**config.mk**
```make
export PLATFORM = sky130hd
export DESIGN_NAME = rtf_relay
export DESIGN_NICKNAME = d
export VERILOG_FILES = /design/src/rtf_pkg.sv /design/src/rtf_debounce.sv /design/src/rtf_relay.sv
export VERILOG_INCLUDE_DIRS = /design/src
export SDC_FILE = /design/constraint.sdc
export NUM_CORES = 1
export LEC_CHECK = 0
export BUFFER_PORTS_ARGS = -buffer_cell sky130_fd_sc_hd__buf_4
export CAP_MARGIN = 20
export CORE_MARGIN = 2
export CORE_UTILIZATION = 41
export CTS_BUF_LIST = sky130_fd_sc_hd__clkbuf_8 sky130_fd_sc_hd__clkbuf_16
export DETAILED_ROUTE_END_ITERATION = 16
export PLACE_DENSITY = 0.62
export SYNTH_ARGS = -nofsm -noshare
export SYNTH_HDL_FRONTEND = slang
export SYNTH_HIERARCHICAL = 1
export SYNTH_SLANG_ARGS = --single-unit
```
**constraint.sdc**
```tcl
create_clock -name clock -period 2.6 [get_ports clock]
set_input_delay 0.78 -clock clock [delete_from_list [all_inputs] [get_ports clock]]
set_output_delay 0.78 -clock clock [all_outputs]
set_load 0.05 [all_outputs]
```
**src/rtf_map.svh**
```systemverilog
// Constants for the relay toggle and flasher logic.
// Assumes a 100 MHz clock; timing counts are derived from the figures here.
`ifndef RTF_MAP_SVH
`define RTF_MAP_SVH
`define RTF_CLK_HZ 100000000
`define RTF_DEBOUNCE_MS 20
`define RTF_DEBOUNCE_CYC ((`RTF_DEBOUNCE_MS * (`RTF_CLK_HZ / 1000)))
`define RTF_FLASH_PER_MIN 90
`define RTF_FLASH_HALF_CYC ((`RTF_CLK_HZ / `RTF_FLASH_PER_MIN) * 60 / 2)
`define RTF_MODE_TOGGLE 1'b0
`define RTF_MODE_FLASH 1'b1
`endif

```
**src/rtf_pkg.sv**
```systemverilog
// Types shared by the relay toggle and flasher logic.
// Assumes rtf_map.svh supplies the constants.
package rtf_pkg;
  typedef enum logic {RTF_EDGE_RISE, RTF_EDGE_FALL} rtf_edge_t;
  typedef struct packed {
    logic relay_on;
    logic inverted_aux_output;
  } rtf_out_t;
endpackage : rtf_pkg

```
**src/rtf_debounce.sv**
```systemverilog
// Synchroniser and debounce filter for the ignition terminal line.
// Assumes a raw pin input from outside the clock domain.
`timescale 1ns/10ps
module rtf_debounce #(
  parameter int unsigned CYCLES = 2000000
) (
  input wire logic clock,
  input wire logic resetn,
  input wire logic pin,
  output logic level
);
  generate
    if (CYCLES < 1) begin : g_cyc_chk
      $error("Debounce count must be at least one.");
    end
  endgenerate
  logic s1_q, s2_q, lvl_q, lvl_d;
  logic [31:0] cnt_q, cnt_d;
  always_comb begin
    lvl_d = lvl_q;
    cnt_d = 32'h0;
    if (s2_q != lvl_q) begin
      if (cnt_q >= CYCLES - 1) begin
        lvl_d = s2_q;
      end else begin
        cnt_d = cnt_q + 32'h1;
      end
    end
  end
  always_ff @(posedge clock) begin
    if (!resetn) begin
      s1_q <= 1'b0;
      s2_q <= 1'b0;
      lvl_q <= 1'b0;
      cnt_q <= 32'h0;
    end else begin
      s1_q <= pin;
      s2_q <= s1_q;
      lvl_q <= lvl_d;
      cnt_q <= cnt_d;
    end
  end
  assign level = lvl_q;
endmodule : rtf_debounce

```
**src/rtf_relay.sv**
```systemverilog
// Operation
// - Toggle mode: each accepted impulse flips relay.
// - Input debounced; one impulse per press.
// - Rising or falling edge variant selectable.
// - Falling variant: power-up counts as edge.
// - Flasher starts pulsing immediately on input.
// - Flasher rate 90 per minute nominal.
// - Aux output is inverted input in flasher.
//
// Top of the relay toggle and flasher logic.
// Assumes one 100 MHz clock and a raw ignition pin with two-stage sync.
`timescale 1ns/10ps
`include "rtf_map.svh"
module rtf_relay #(
  parameter int unsigned DEBOUNCE_CYC = `RTF_DEBOUNCE_CYC,
  parameter int unsigned FLASH_HALF_CYC = `RTF_FLASH_HALF_CYC
) (
  input wire logic clock,
  input wire logic resetn,
  input wire logic ignition_terminal_line,
  input wire logic flash_mode,
  input wire rtf_pkg::rtf_edge_t edge_sel,
  output rtf_pkg::rtf_out_t relay_out
);
  import rtf_pkg::*;

  // Elaboration checks on the timing parameters.
  generate
    if (DEBOUNCE_CYC < 1) begin : g_deb_chk
      $error("Debounce count must be at least one.");
    end
    if (FLASH_HALF_CYC < 1) begin : g_half_chk
      $error("Flash half period must be at least one.");
    end
  endgenerate

  // True when the level moved in the selected direction.
  function automatic logic edge_seen(
    input logic now_lvl,
    input logic was_lvl,
    input rtf_edge_t dir
  );
    logic hit;
    if (dir == RTF_EDGE_RISE) begin
      hit = now_lvl & ~was_lvl;
    end else begin
      hit = ~now_lvl & was_lvl;
    end
    return hit;
  endfunction : edge_seen

  // True when a counter has reached the last cycle of its span.
  function automatic logic count_done(
    input logic [31:0] count,
    input int unsigned span
  );
    logic done;
    done = (count >= span - 32'h1);
    return done;
  endfunction : count_done

  // Filtered input level and synchronised mode strap.
  logic in_lvl;
  logic mode_s1_q, mode_s1_d;
  logic mode_s2_q, mode_s2_d;

  // Edge detection and power-up marker.
  logic prev_q, prev_d;
  logic pwr_q, pwr_d;
  logic tog_hit;
  logic fl_start;

  // Relay state for both behaviours.
  logic tog_q, tog_d;
  logic fl_q, fl_d;
  logic [31:0] fcnt_q, fcnt_d;
  logic relay_q, relay_d;
  logic aux_q, aux_d;

  // Raw pin passes two flops and the bounce filter before use.
  rtf_debounce #(
    .CYCLES(DEBOUNCE_CYC)
  ) u_deb (
    .clock(clock),
    .resetn(resetn),
    .pin(ignition_terminal_line),
    .level(in_lvl)
  );

  // Mode strap synchroniser; only the second stage feeds the logic.
  always_comb begin
    mode_s1_d = flash_mode;
    mode_s2_d = mode_s1_q;
  end

  always_ff @(posedge clock) begin
    if (!resetn) begin
      mode_s1_q <= 1'b0;
      mode_s2_q <= 1'b0;
    end else begin
      mode_s1_q <= mode_s1_d;
      mode_s2_q <= mode_s2_d;
    end
  end

  // Edge detection on the filtered level.
  always_comb begin
    prev_d = in_lvl;
    tog_hit = edge_seen(in_lvl, prev_q, edge_sel);
    fl_start = edge_seen(in_lvl, prev_q, RTF_EDGE_RISE);
  end

  always_ff @(posedge clock) begin
    if (!resetn) begin
      prev_q <= 1'b0;
    end else begin
      prev_q <= prev_d;
    end
  end

  // The power flag is low for one cycle after reset; the falling variant sees an edge there.
  always_comb begin
    pwr_d = 1'b1;
  end

  always_ff @(posedge clock) begin
    if (!resetn) begin
      pwr_q <= 1'b0;
    end else begin
      pwr_q <= pwr_d;
    end
  end

  // Toggle state holds until the next accepted edge.
  always_comb begin
    tog_d = tog_q;
    if (tog_hit || (edge_sel == RTF_EDGE_FALL && !pwr_q)) begin
      tog_d = ~tog_q;
    end
  end

  always_ff @(posedge clock) begin
    if (!resetn) begin
      tog_q <= 1'b0;
    end else begin
      tog_q <= tog_d;
    end
  end

  // Flasher phase starts on at activation and is forced off when idle.
  always_comb begin
    fl_d = fl_q;
    if (!in_lvl) begin
      fl_d = 1'b0;
    end else if (fl_start) begin
      fl_d = 1'b1;
    end else if (count_done(fcnt_q, FLASH_HALF_CYC)) begin
      fl_d = ~fl_q;
    end
  end

  always_ff @(posedge clock) begin
    if (!resetn) begin
      fl_q <= 1'b0;
    end else begin
      fl_q <= fl_d;
    end
  end

  // Half period counter; it restarts at activation, at each phase change and while idle.
  always_comb begin
    fcnt_d = fcnt_q + 32'h1;
    if (!in_lvl || fl_start || count_done(fcnt_q, FLASH_HALF_CYC)) begin
      fcnt_d = 32'h0;
    end
  end

  always_ff @(posedge clock) begin
    if (!resetn) begin
      fcnt_q <= 32'h0;
    end else begin
      fcnt_q <= fcnt_d;
    end
  end

  // Relay drive follows the behaviour chosen by the synchronised strap.
  always_comb begin
    relay_d = tog_d;
    if (mode_s2_q == `RTF_MODE_FLASH) begin
      relay_d = fl_d;
    end
  end

  always_ff @(posedge clock) begin
    if (!resetn) begin
      relay_q <= 1'b0;
    end else begin
      relay_q <= relay_d;
    end
  end

  // The aux line follows the inverted input only in flasher mode.
  always_comb begin
    aux_d = 1'b0;
    if (mode_s2_q == `RTF_MODE_FLASH) begin
      aux_d = ~in_lvl;
    end
  end

  always_ff @(posedge clock) begin
    if (!resetn) begin
      aux_q <= 1'b0;
    end else begin
      aux_q <= aux_d;
    end
  end

  // Both outputs leave as one registered carrier.
  always_comb begin
    relay_out.relay_on = relay_q;
    relay_out.inverted_aux_output = aux_q;
  end
endmodule : rtf_relay

```
==> results of run 1 <==
[area by class of cell]
type	count	area, um^2	share of cell area, %
clock buffers	9	123.9	3.715
clock inverters	7	108.9	3.265
inverters	10	37.54	1.126
multi-input cells	223	1383	41.46
flip-flops and latches	75	1501	45.03
well taps	96	120.1	3.602
repair buffers	8	60.06	1.801
[final timing paths]
check        slack, ps  cells after the start         endpoint
max                510                      6  u_deb/cnt_q[14]
min                440                      1       u_deb/s2_q
max reg2reg        510                      6  u_deb/cnt_q[14]
min reg2reg        440                      1       u_deb/s2_q
[worst max-delay path, stage by stage (launching register included)]
cell      delay, ps
dfxtp_1         360
or4_4           550
or4_4           420
o221ai_2        200
nand4_2         110
buf_4           250
nor2_2          140
[Yosys cell counts (2+ instances only)]
cell type	instances	area (um^2)
a21oi_1	2	10.01
a31oi_1	2	12.51
and2_1	5	31.28
buf_4	3	22.52
buf_6	4	45.04
conb_1	2	7.510
dfxtp_1	75	1501
ha_1	4	50.05
inv_1	10	37.54
nand2_1	22	82.58
nand2b_1	2	12.51
nand3_1	13	65.06
nand4_1	11	68.82
nor2_1	41	153.9
nor2_2	22	137.6
nor2b_1	2	12.51
nor3_1	4	20.02
nor4_1	6	37.54
or4_4	2	22.52
xnor2_1	20	175.2
xor2_1	22	192.7
[per-stage QoR]
step	instances	power [mW]	area [um^2]
finish	428	2.226	3334
CTS	428	2.260	3334
global route	428	2.317	3334
floorplan	316	1.227	2994
global placement	412	1.237	3102
detailed placement	412	1.238	3102
[cells by family after synthesis]
group	after synthesis	synth area share (%)
compound gates	15	3.923
xor+xnor	42	12.54
fa+ha+maj	4	1.706
buf+inv	18	3.752
flops	75	51.17
mux	1	0.3412
other cells	2	0.2560
simple gates	143	26.31
[flip-flops by register name, indices dropped and copies added (netlist names)]
| name | count |
|---|---|
| u_deb/level | 1 |
| relay_q | 1 |
| u_deb/s1_q | 1 |
| mode_s2_q | 1 |
| pwr_q | 1 |
| aux_q | 1 |
| tog_q | 1 |
| mode_s1_q | 1 |
| prev_q | 1 |
| fl_q | 1 |
| u_deb/s2_q | 1 |
| u_deb/cnt_q | 32 |
| fcnt_q | 32 |
[layer usage]
metal,track usage [%],up-vias
met2,20.44,17
met4,6.887,0
met5,0,-
met1,15.68,878
li1,-,1038
met3,5.317,9
[where the power goes]
part | internal, mW | switching (mW) | total (mW)
combinational | 0.0139 | 0.0185 | 0.0324
sequential | 1.17 | 0.00721 | 1.18
clock | 0.560 | 0.456 | 1.02
total | 1.74 | 0.481 | 2.23
==> impl_metrics.ini, run 1 <==
[status]
run_status = finished clean

[placement]
place_hpwl_mm = 2.890
routabilityCongestion = 0.7475
io_buffers = 6
dp_slack_ps = 516.4

[clocking]
cts.path.max_buffers = 2
hold_buffers = 0
clock_sinks = 75
cts_made_buffers = 9
htreeDepth = 3
cts_setup_buffers = 0
cts_root_buf = clkbuf_8
clkSlewWorstSetupHoldPaths_ps = 80
post_cts_resized = 0
cts_tree = built
clk_latency_ps = 350

[synthesis]
syn-instance-count = 300
ys_seq_elements = 75
synth_ff_type = dfxtp_1
async_flop_share_pct = 0
yosysSeqAreaShare_pct = 51.17
synth_enable_flop_cells = 0
ys_types = 47
netlist_area_um2 = 2934
ys_warn_count = 6
synth.avg_cell_area_um2 = 9.780

[timing]
period_minus_slack_ps = 2094
finalMaxSlewViolations = 0
finalSetupViolCount = 0
min_period_over_period_pct = 80.54
finalWorstSetupSlack_ps = 505.9
final_hold_viol_count = 0
max_freq_ghz = 0.4775
rsz0062_at_grt = no
fin_setup_tns_ps = 0
worst_pin_slew_ps = 761.1
maxSlewHeadroom_pct = 48.79
hold_slack_ps = 437.7
skew_ps = 13.04

[setup_path]
arrival_ps = 2390
critPathRequiredTime_ps = 2890
worstPathMaxFanout = 21
start_kind = flop
rr_startpoint = u_deb/cnt_q[14]
crit_type = flop to flop
end_kind = flop
crit_path_start = u_deb/cnt_q[14]

[global_routing]
grt_pass1_vias = 1820
antenna_found_initial = 0
gr-total-overflow = 0
gr-usage-all-layers_pct = 13.16
grt_max_degree = 26
grt_pass1_wl_mm = 7.797

[floorplanning]
io_pins = 7
rows = 30
fp.dieH_um = 88.60
dieArea_um2 = 7849
fp.dieW_um = 88.60
core_area_um2 = 6869
initial_core_util_pct = 42.71

[detailed_routing]
vias_per_cell = 4.537
met3_length_um = 156
routed_wl_mm = 4.279
met1_length_mm = 2.034
drtPass1Iterations = 4
ant_nets = 0
avgRoutedWirePerCell_um = 9.998
vias = 1942
wl_met2_mm = 1.979
drt_iter0_drc = 93
drc = 0
highest_layer = met4

[pwr]
vdd_drop_max_uv = 321.6
power.density_nw_per_um2 = 667.5
p_leak_nw = 1.134

[layout]
mostFrequentLayoutCells = 75 x dfxtp_1, 41 x nor2_1, 22 x nand2_1, 22 x xor2_1, 22 x nor2_2
final_core_util_pct = 48.54
final_common_cell = dfxtp_1
area_growth_pct = 13.65
fillers = 664
antenna_cells = 0
nets = 336
drive_above_1_share_pct = 18.07

[worst_hold_path]
hold_path.startpoint = u_deb/s1_q
hold_path.class = flop to flop

[flow_run]
drv_cap = 0
Power figures use the tool's default switching activity.
==> run 2: changes to the inputs <==
==> constraint.sdc (replaced) <==
create_clock -name clock -period 2.2 [get_ports clock]
set_input_delay 0.66 -clock clock [delete_from_list [all_inputs] [get_ports clock]]
set_output_delay 0.66 -clock clock [all_outputs]
set_load 0.05 [all_outputs]
==> run 2 against run 1 <==
Effect of this change: total power up 10%; combinational power increased by 19%; critical path depth stayed put; utilization rose by 0.13 points; global-route usage fell by 0.36 points; cell area grew 0.26%; worst hold slack better by 6.2 ps; largest cell class unchanged.
==> impl_metrics.ini, run 2 (synthesized netlist as in run 1, its figures left out) <==
[clocking]
hold_buffers = 0
post_cts_resized = 0
cts_tree = built
cts_root_buf = clkbuf_8
clock_sinks = 75
cts_setup_buffers = 0
cts_made_buffers = 9
cts.path.max_buffers = 2
htreeDepth = 3
clk_latency_ps = 350
clkSlewWorstSetupHoldPaths_ps = 90

[layout]
mostFrequentLayoutCells = 75 x dfxtp_1, 41 x nor2_1, 22 x nand2_1, 22 x xor2_1, 22 x nor2_2
nets = 340
area_growth_pct = 13.94
final_common_cell = dfxtp_1
final_cell_area_um2 = 3343
fillers = 665
final_core_util_pct = 48.67
antenna_cells = 0
drive_above_1_share_pct = 19.05
top_regs = fcnt_q: 32 flops, u_deb/cnt_q: 32 flops

[timing]
fin_setup_tns_ps = 0
final_hold_viol_count = 0
rsz0062_at_grt = no
finalMaxSlewViolations = 0
min_period_over_period_pct = 91.28
finalSetupViolCount = 0
skew_ps = 8.456
max_freq_ghz = 0.4980
period_minus_slack_ps = 2008
hold_slack_ps = 443.9

[pwr]
vdd_drop_max_uv = 531.4
power_mw = 2.455
p_leak_nw = 1.143
power.density_nw_per_um2 = 734.3

[floorplanning]
dieArea_um2 = 7849
rows = 30
fp.dieW_um = 88.60
core_area_um2 = 6869
io_pins = 7
initial_core_util_pct = 42.71
fp.dieH_um = 88.60

[placement]
routabilityCongestion = 0.7372
io_buffers = 6
place_area_um2 = 3144
place_hpwl_mm = 2.983

[global_routing]
grt_pass1_wl_mm = 7.610
grt_pass1_vias = 1837
grt_max_degree = 26
gr-usage-all-layers_pct = 12.80
gr-total-overflow = 0
antenna_found_initial = 0

[setup_path]
worstPathMaxFanout = 21
crit_slowest_cell = or4_4
start_kind = flop
critPathRequiredTime_ps = 2490
arrival_ps = 2300
end_kind = flop
critical_path.cell_chain = or4_4 > or4_4 > o221ai_2 > nand4_2 > buf_12 > nor2_1
crit_type = flop to flop
cp_common_cell = or4_4
critPathMaxStageDelay_ps = 530

[worst_hold_path]
hold_path.class = flop to flop

[detailed_routing]
drt_iter0_drc = 43
avgRoutedWirePerCell_um = 9.965
drc = 0
routed_wl_mm = 4.305
ant_nets = 0
vias_per_cell = 4.532
drtPass1Iterations = 4
vias = 1958

[flow_run]
drv_cap = 0

[status]
run_status = finished clean
run 2: final timing paths:
kind / from / slack (ps) / to / depth (start not counted)
worst max-delay path: u_deb/cnt_q[14] / 190 / u_deb/cnt_q[6] / 6
worst min-delay path: mode_s1_q / 440 / mode_s2_q / 1
worst max register to register: u_deb/cnt_q[14] / 190 / u_deb/cnt_q[6] / 6
worst min register to register: mode_s1_q / 440 / mode_s2_q / 1
run 2: worst max-delay path, delay by kind of cell, from the launching register on:
| kind | cells | cell delay (ps) |
|---|---|---|
| DFF | 1 | 320 |
| buffers and inverters | 1 | 190 |
| and+or+nand+nor | 4 | 1210 |
| AOI/OAI and AO/OA | 1 | 200 |
run 2: routing by layer:
| layer | global-route usage, % | wire length (um) | vias up |
|---|---|---|---|
| met2 | 21.05 | 2074 | 19 |
| met1 | 14.38 | 2029 | 898 |
| met3 | 5.317 | 146 | 4 |
| li1 | - | - | 1037 |
| met4 | 6.198 | 55 | 0 |
| met5 | 0 | 0 | - |
run 2: layout make-up:
cell class	instances	area [um^2]	area share, %
Clock buffer	9	123.9	3.705
Clock inverter	7	75.07	2.246
Inverter	10	37.54	1.123
Multi-Input combinational cell	223	1383	41.35
Sequential cell	75	1501	44.91
Tap cell	96	120.1	3.593
Timing Repair Buffer	12	102.6	3.069
run 2: through the flow:
| stage | cells | worst slack (ps) |
|---|---|---|
| finish | 432 | 191.9 |
| global route | 432 | 83.24 |
| CTS | 432 | 181.1 |
| detailed placement | 416 | 213.4 |
| global placement | 416 | 245.0 |
| floorplan | 316 | 247.9 |
run 2: power breakdown:
| part | switching [mW] | total [mW] | internal (mW) |
|---|---|---|---|
| Combinational | 0.0222 | 0.0386 | 0.0164 |
| Clock | 0.574 | 1.02 | 0.450 |
| Sequential | 0.00851 | 1.39 | 1.38 |
==> run 3: changes to the inputs <==
--- a/config.mk
+++ b/config.mk
@@ -13,6 +13,7 @@
 export CTS_BUF_LIST = sky130_fd_sc_hd__clkbuf_8 sky130_fd_sc_hd__clkbuf_16
 export DETAILED_ROUTE_END_ITERATION = 16
 export PLACE_DENSITY = 0.62
+export REMOVE_ABC_BUFFERS = 1
 export SYNTH_ARGS = -nofsm -noshare
 export SYNTH_HDL_FRONTEND = slang
 export SYNTH_HIERARCHICAL = 1
==> run 3 against run 2 <==
Effect of this change: fmax down 0.44%; routed wire length up 1.4%; count of clock-buffer cells in the layout up 3; total power down 3.8%; sequential power about the same; clock power down 9%; global-route usage up 0.62 points; register-to-register slack about the same; sequential share of layout area up 0.27 points; cell area down 0.60%; clock skew down 3.0 ps; non-clock buffer count unchanged; critical path type unchanged; critical endpoint unchanged.
==> impl_metrics.ini, run 3 (synthesized netlist as in run 1, its figures left out) <==
[setup_path]
start_kind = flop
critPathRequiredTime_ps = 2480
arrival_ps = 2290
worstPathMaxFanout = 21
critical_path.cell_chain = or4_4 > or4_4 > o221ai_2 > nand4_2 > buf_12 > nor2_1
crit_cells = 6
crit_slowest_cell = or4_4
cp_common_cell = or4_4
critPathMaxStageDelay_ps = 540
cp_num_buf_inv = 1
end_kind = flop
crit_type = flop to flop
worst_path_dominant_cell_family = simple AND/OR/NAND/NOR gates
r2r_cells = 6

[layout]
multiInputGateArea_um2 = 1383
top_regs = fcnt_q: 32 flops, u_deb/cnt_q: 32 flops
nets = 340
register_area_um2 = 1501
final_cell_area_um2 = 3323
antenna_cells = 0
area_growth_pct = 13.26
fillers = 668
drive_above_1_share_pct = 18.51
mostFrequentLayoutCells = 75 x dfxtp_1, 41 x nor2_1, 22 x nand2_1, 22 x xor2_1, 22 x nor2_2
final_common_cell = dfxtp_1

[global_routing]
gr-usage-all-layers_pct = 13.42
grt_max_degree = 26
antenna_found_initial = 0
gr-total-overflow = 0
grt_pass1_wl_mm = 8.059
grt_pass1_vias = 1954

[clocking]
cts_tree = built
cts_root_buf = clkbuf_8
clk_latency_ps = 340
cts.path.max_buffers = 2
hold_buffers = 0
cts_setup_buffers = 0
clkSlewWorstSetupHoldPaths_ps = 70
htreeDepth = 3
clock_sinks = 75
post_cts_resized = 0
cts_made_buffers = 9

[floorplanning]
dieArea_um2 = 7849
fp.dieW_um = 88.60
rows = 30
initial_core_util_pct = 42.71
fp.dieH_um = 88.60
io_pins = 7
core_area_um2 = 6869

[timing]
min_period_over_period_pct = 91.68
skew_ps = 5.458
rsz0062_at_grt = no
final_hold_viol_count = 0
finalMaxSlewViolations = 0
period_minus_slack_ps = 2017
fin_setup_tns_ps = 0
finalSetupViolCount = 0
max_freq_ghz = 0.4958
hold_slack_ps = 436.9

[detailed_routing]
avgRoutedWirePerCell_um = 10.13
drc = 0
vias_per_cell = 4.490
routed_wl_mm = 4.367
drtPass1Iterations = 2
ant_nets = 0
vias = 1935
drt_iter0_drc = 30

[worst_hold_path]
holdPathStages = 1
hold_path.class = flop to flop

[placement]
place_area_um2 = 3144
routabilityCongestion = 0.7082
io_buffers = 6
place_hpwl_mm = 3.035

[pwr]
p_leak_nw = 1.143
power.density_nw_per_um2 = 710.7
vdd_drop_max_uv = 400.1

[status]
run_status = finished clean

[flow_run]
drv_cap = 0
-- run 3: layer usage --
layer	track usage (%)	part of all wire, %	vias up
li1	-	-	1045
met1	14.88	47	872
met2	22.62	48	11
met3	5.317	3.4	7
met4	6.198	1.8	0
met5	0	0	-
-- run 3: final cells by class --
type,count,share of cell area [%]
multi-input combinational,223,41.60
clock buffer,12,4.970
clock inverter,3,0.4142
timing repair buffer,12,3.087
sequential,75,45.18
tap,96,3.614
inverter,10,1.130
-- run 3: power by group --
part           internal [mW]  total, mW  switching, mW  leakage [nW]
registers               1.38       1.39        0.00930         0.613
clock network          0.488      0.929          0.441        0.0994
logic                 0.0164     0.0387         0.0223         0.431
total                   1.89       2.36          0.473          1.14
-- run 3: final timing paths --
path,start,to,slack [ps]
min reg2reg,mode_s1_q,mode_s2_q,440
min,mode_s1_q,mode_s2_q,440
max,u_deb/cnt_q[14],u_deb/cnt_q[6],180
max reg2reg,u_deb/cnt_q[14],u_deb/cnt_q[6],180
-- run 3: stage by stage --
stage / setup slack [ps] / utilization, % / instances / total power, mW
after floorplan: -124.1 / - / 308 / 1.447
after CTS: 176.9 / 48.38 / 431 / 2.399
after detailed placement: 193.7 / 45.77 / 416 / 1.464
final: 183.1 / 48.38 / 431 / 2.362
after global routing: 57.80 / 48.38 / 431 / 2.452
after global placement: 237.6 / 45.77 / 416 / 1.463
-- run 3: worst register-to-register path, stage by stage, from the launching register on --
cell,delay [ps]
dfxtp_1,310
or4_4,540
or4_4,430
o221ai_2,210
nand4_2,160
buf_12,200
nor2_1,120
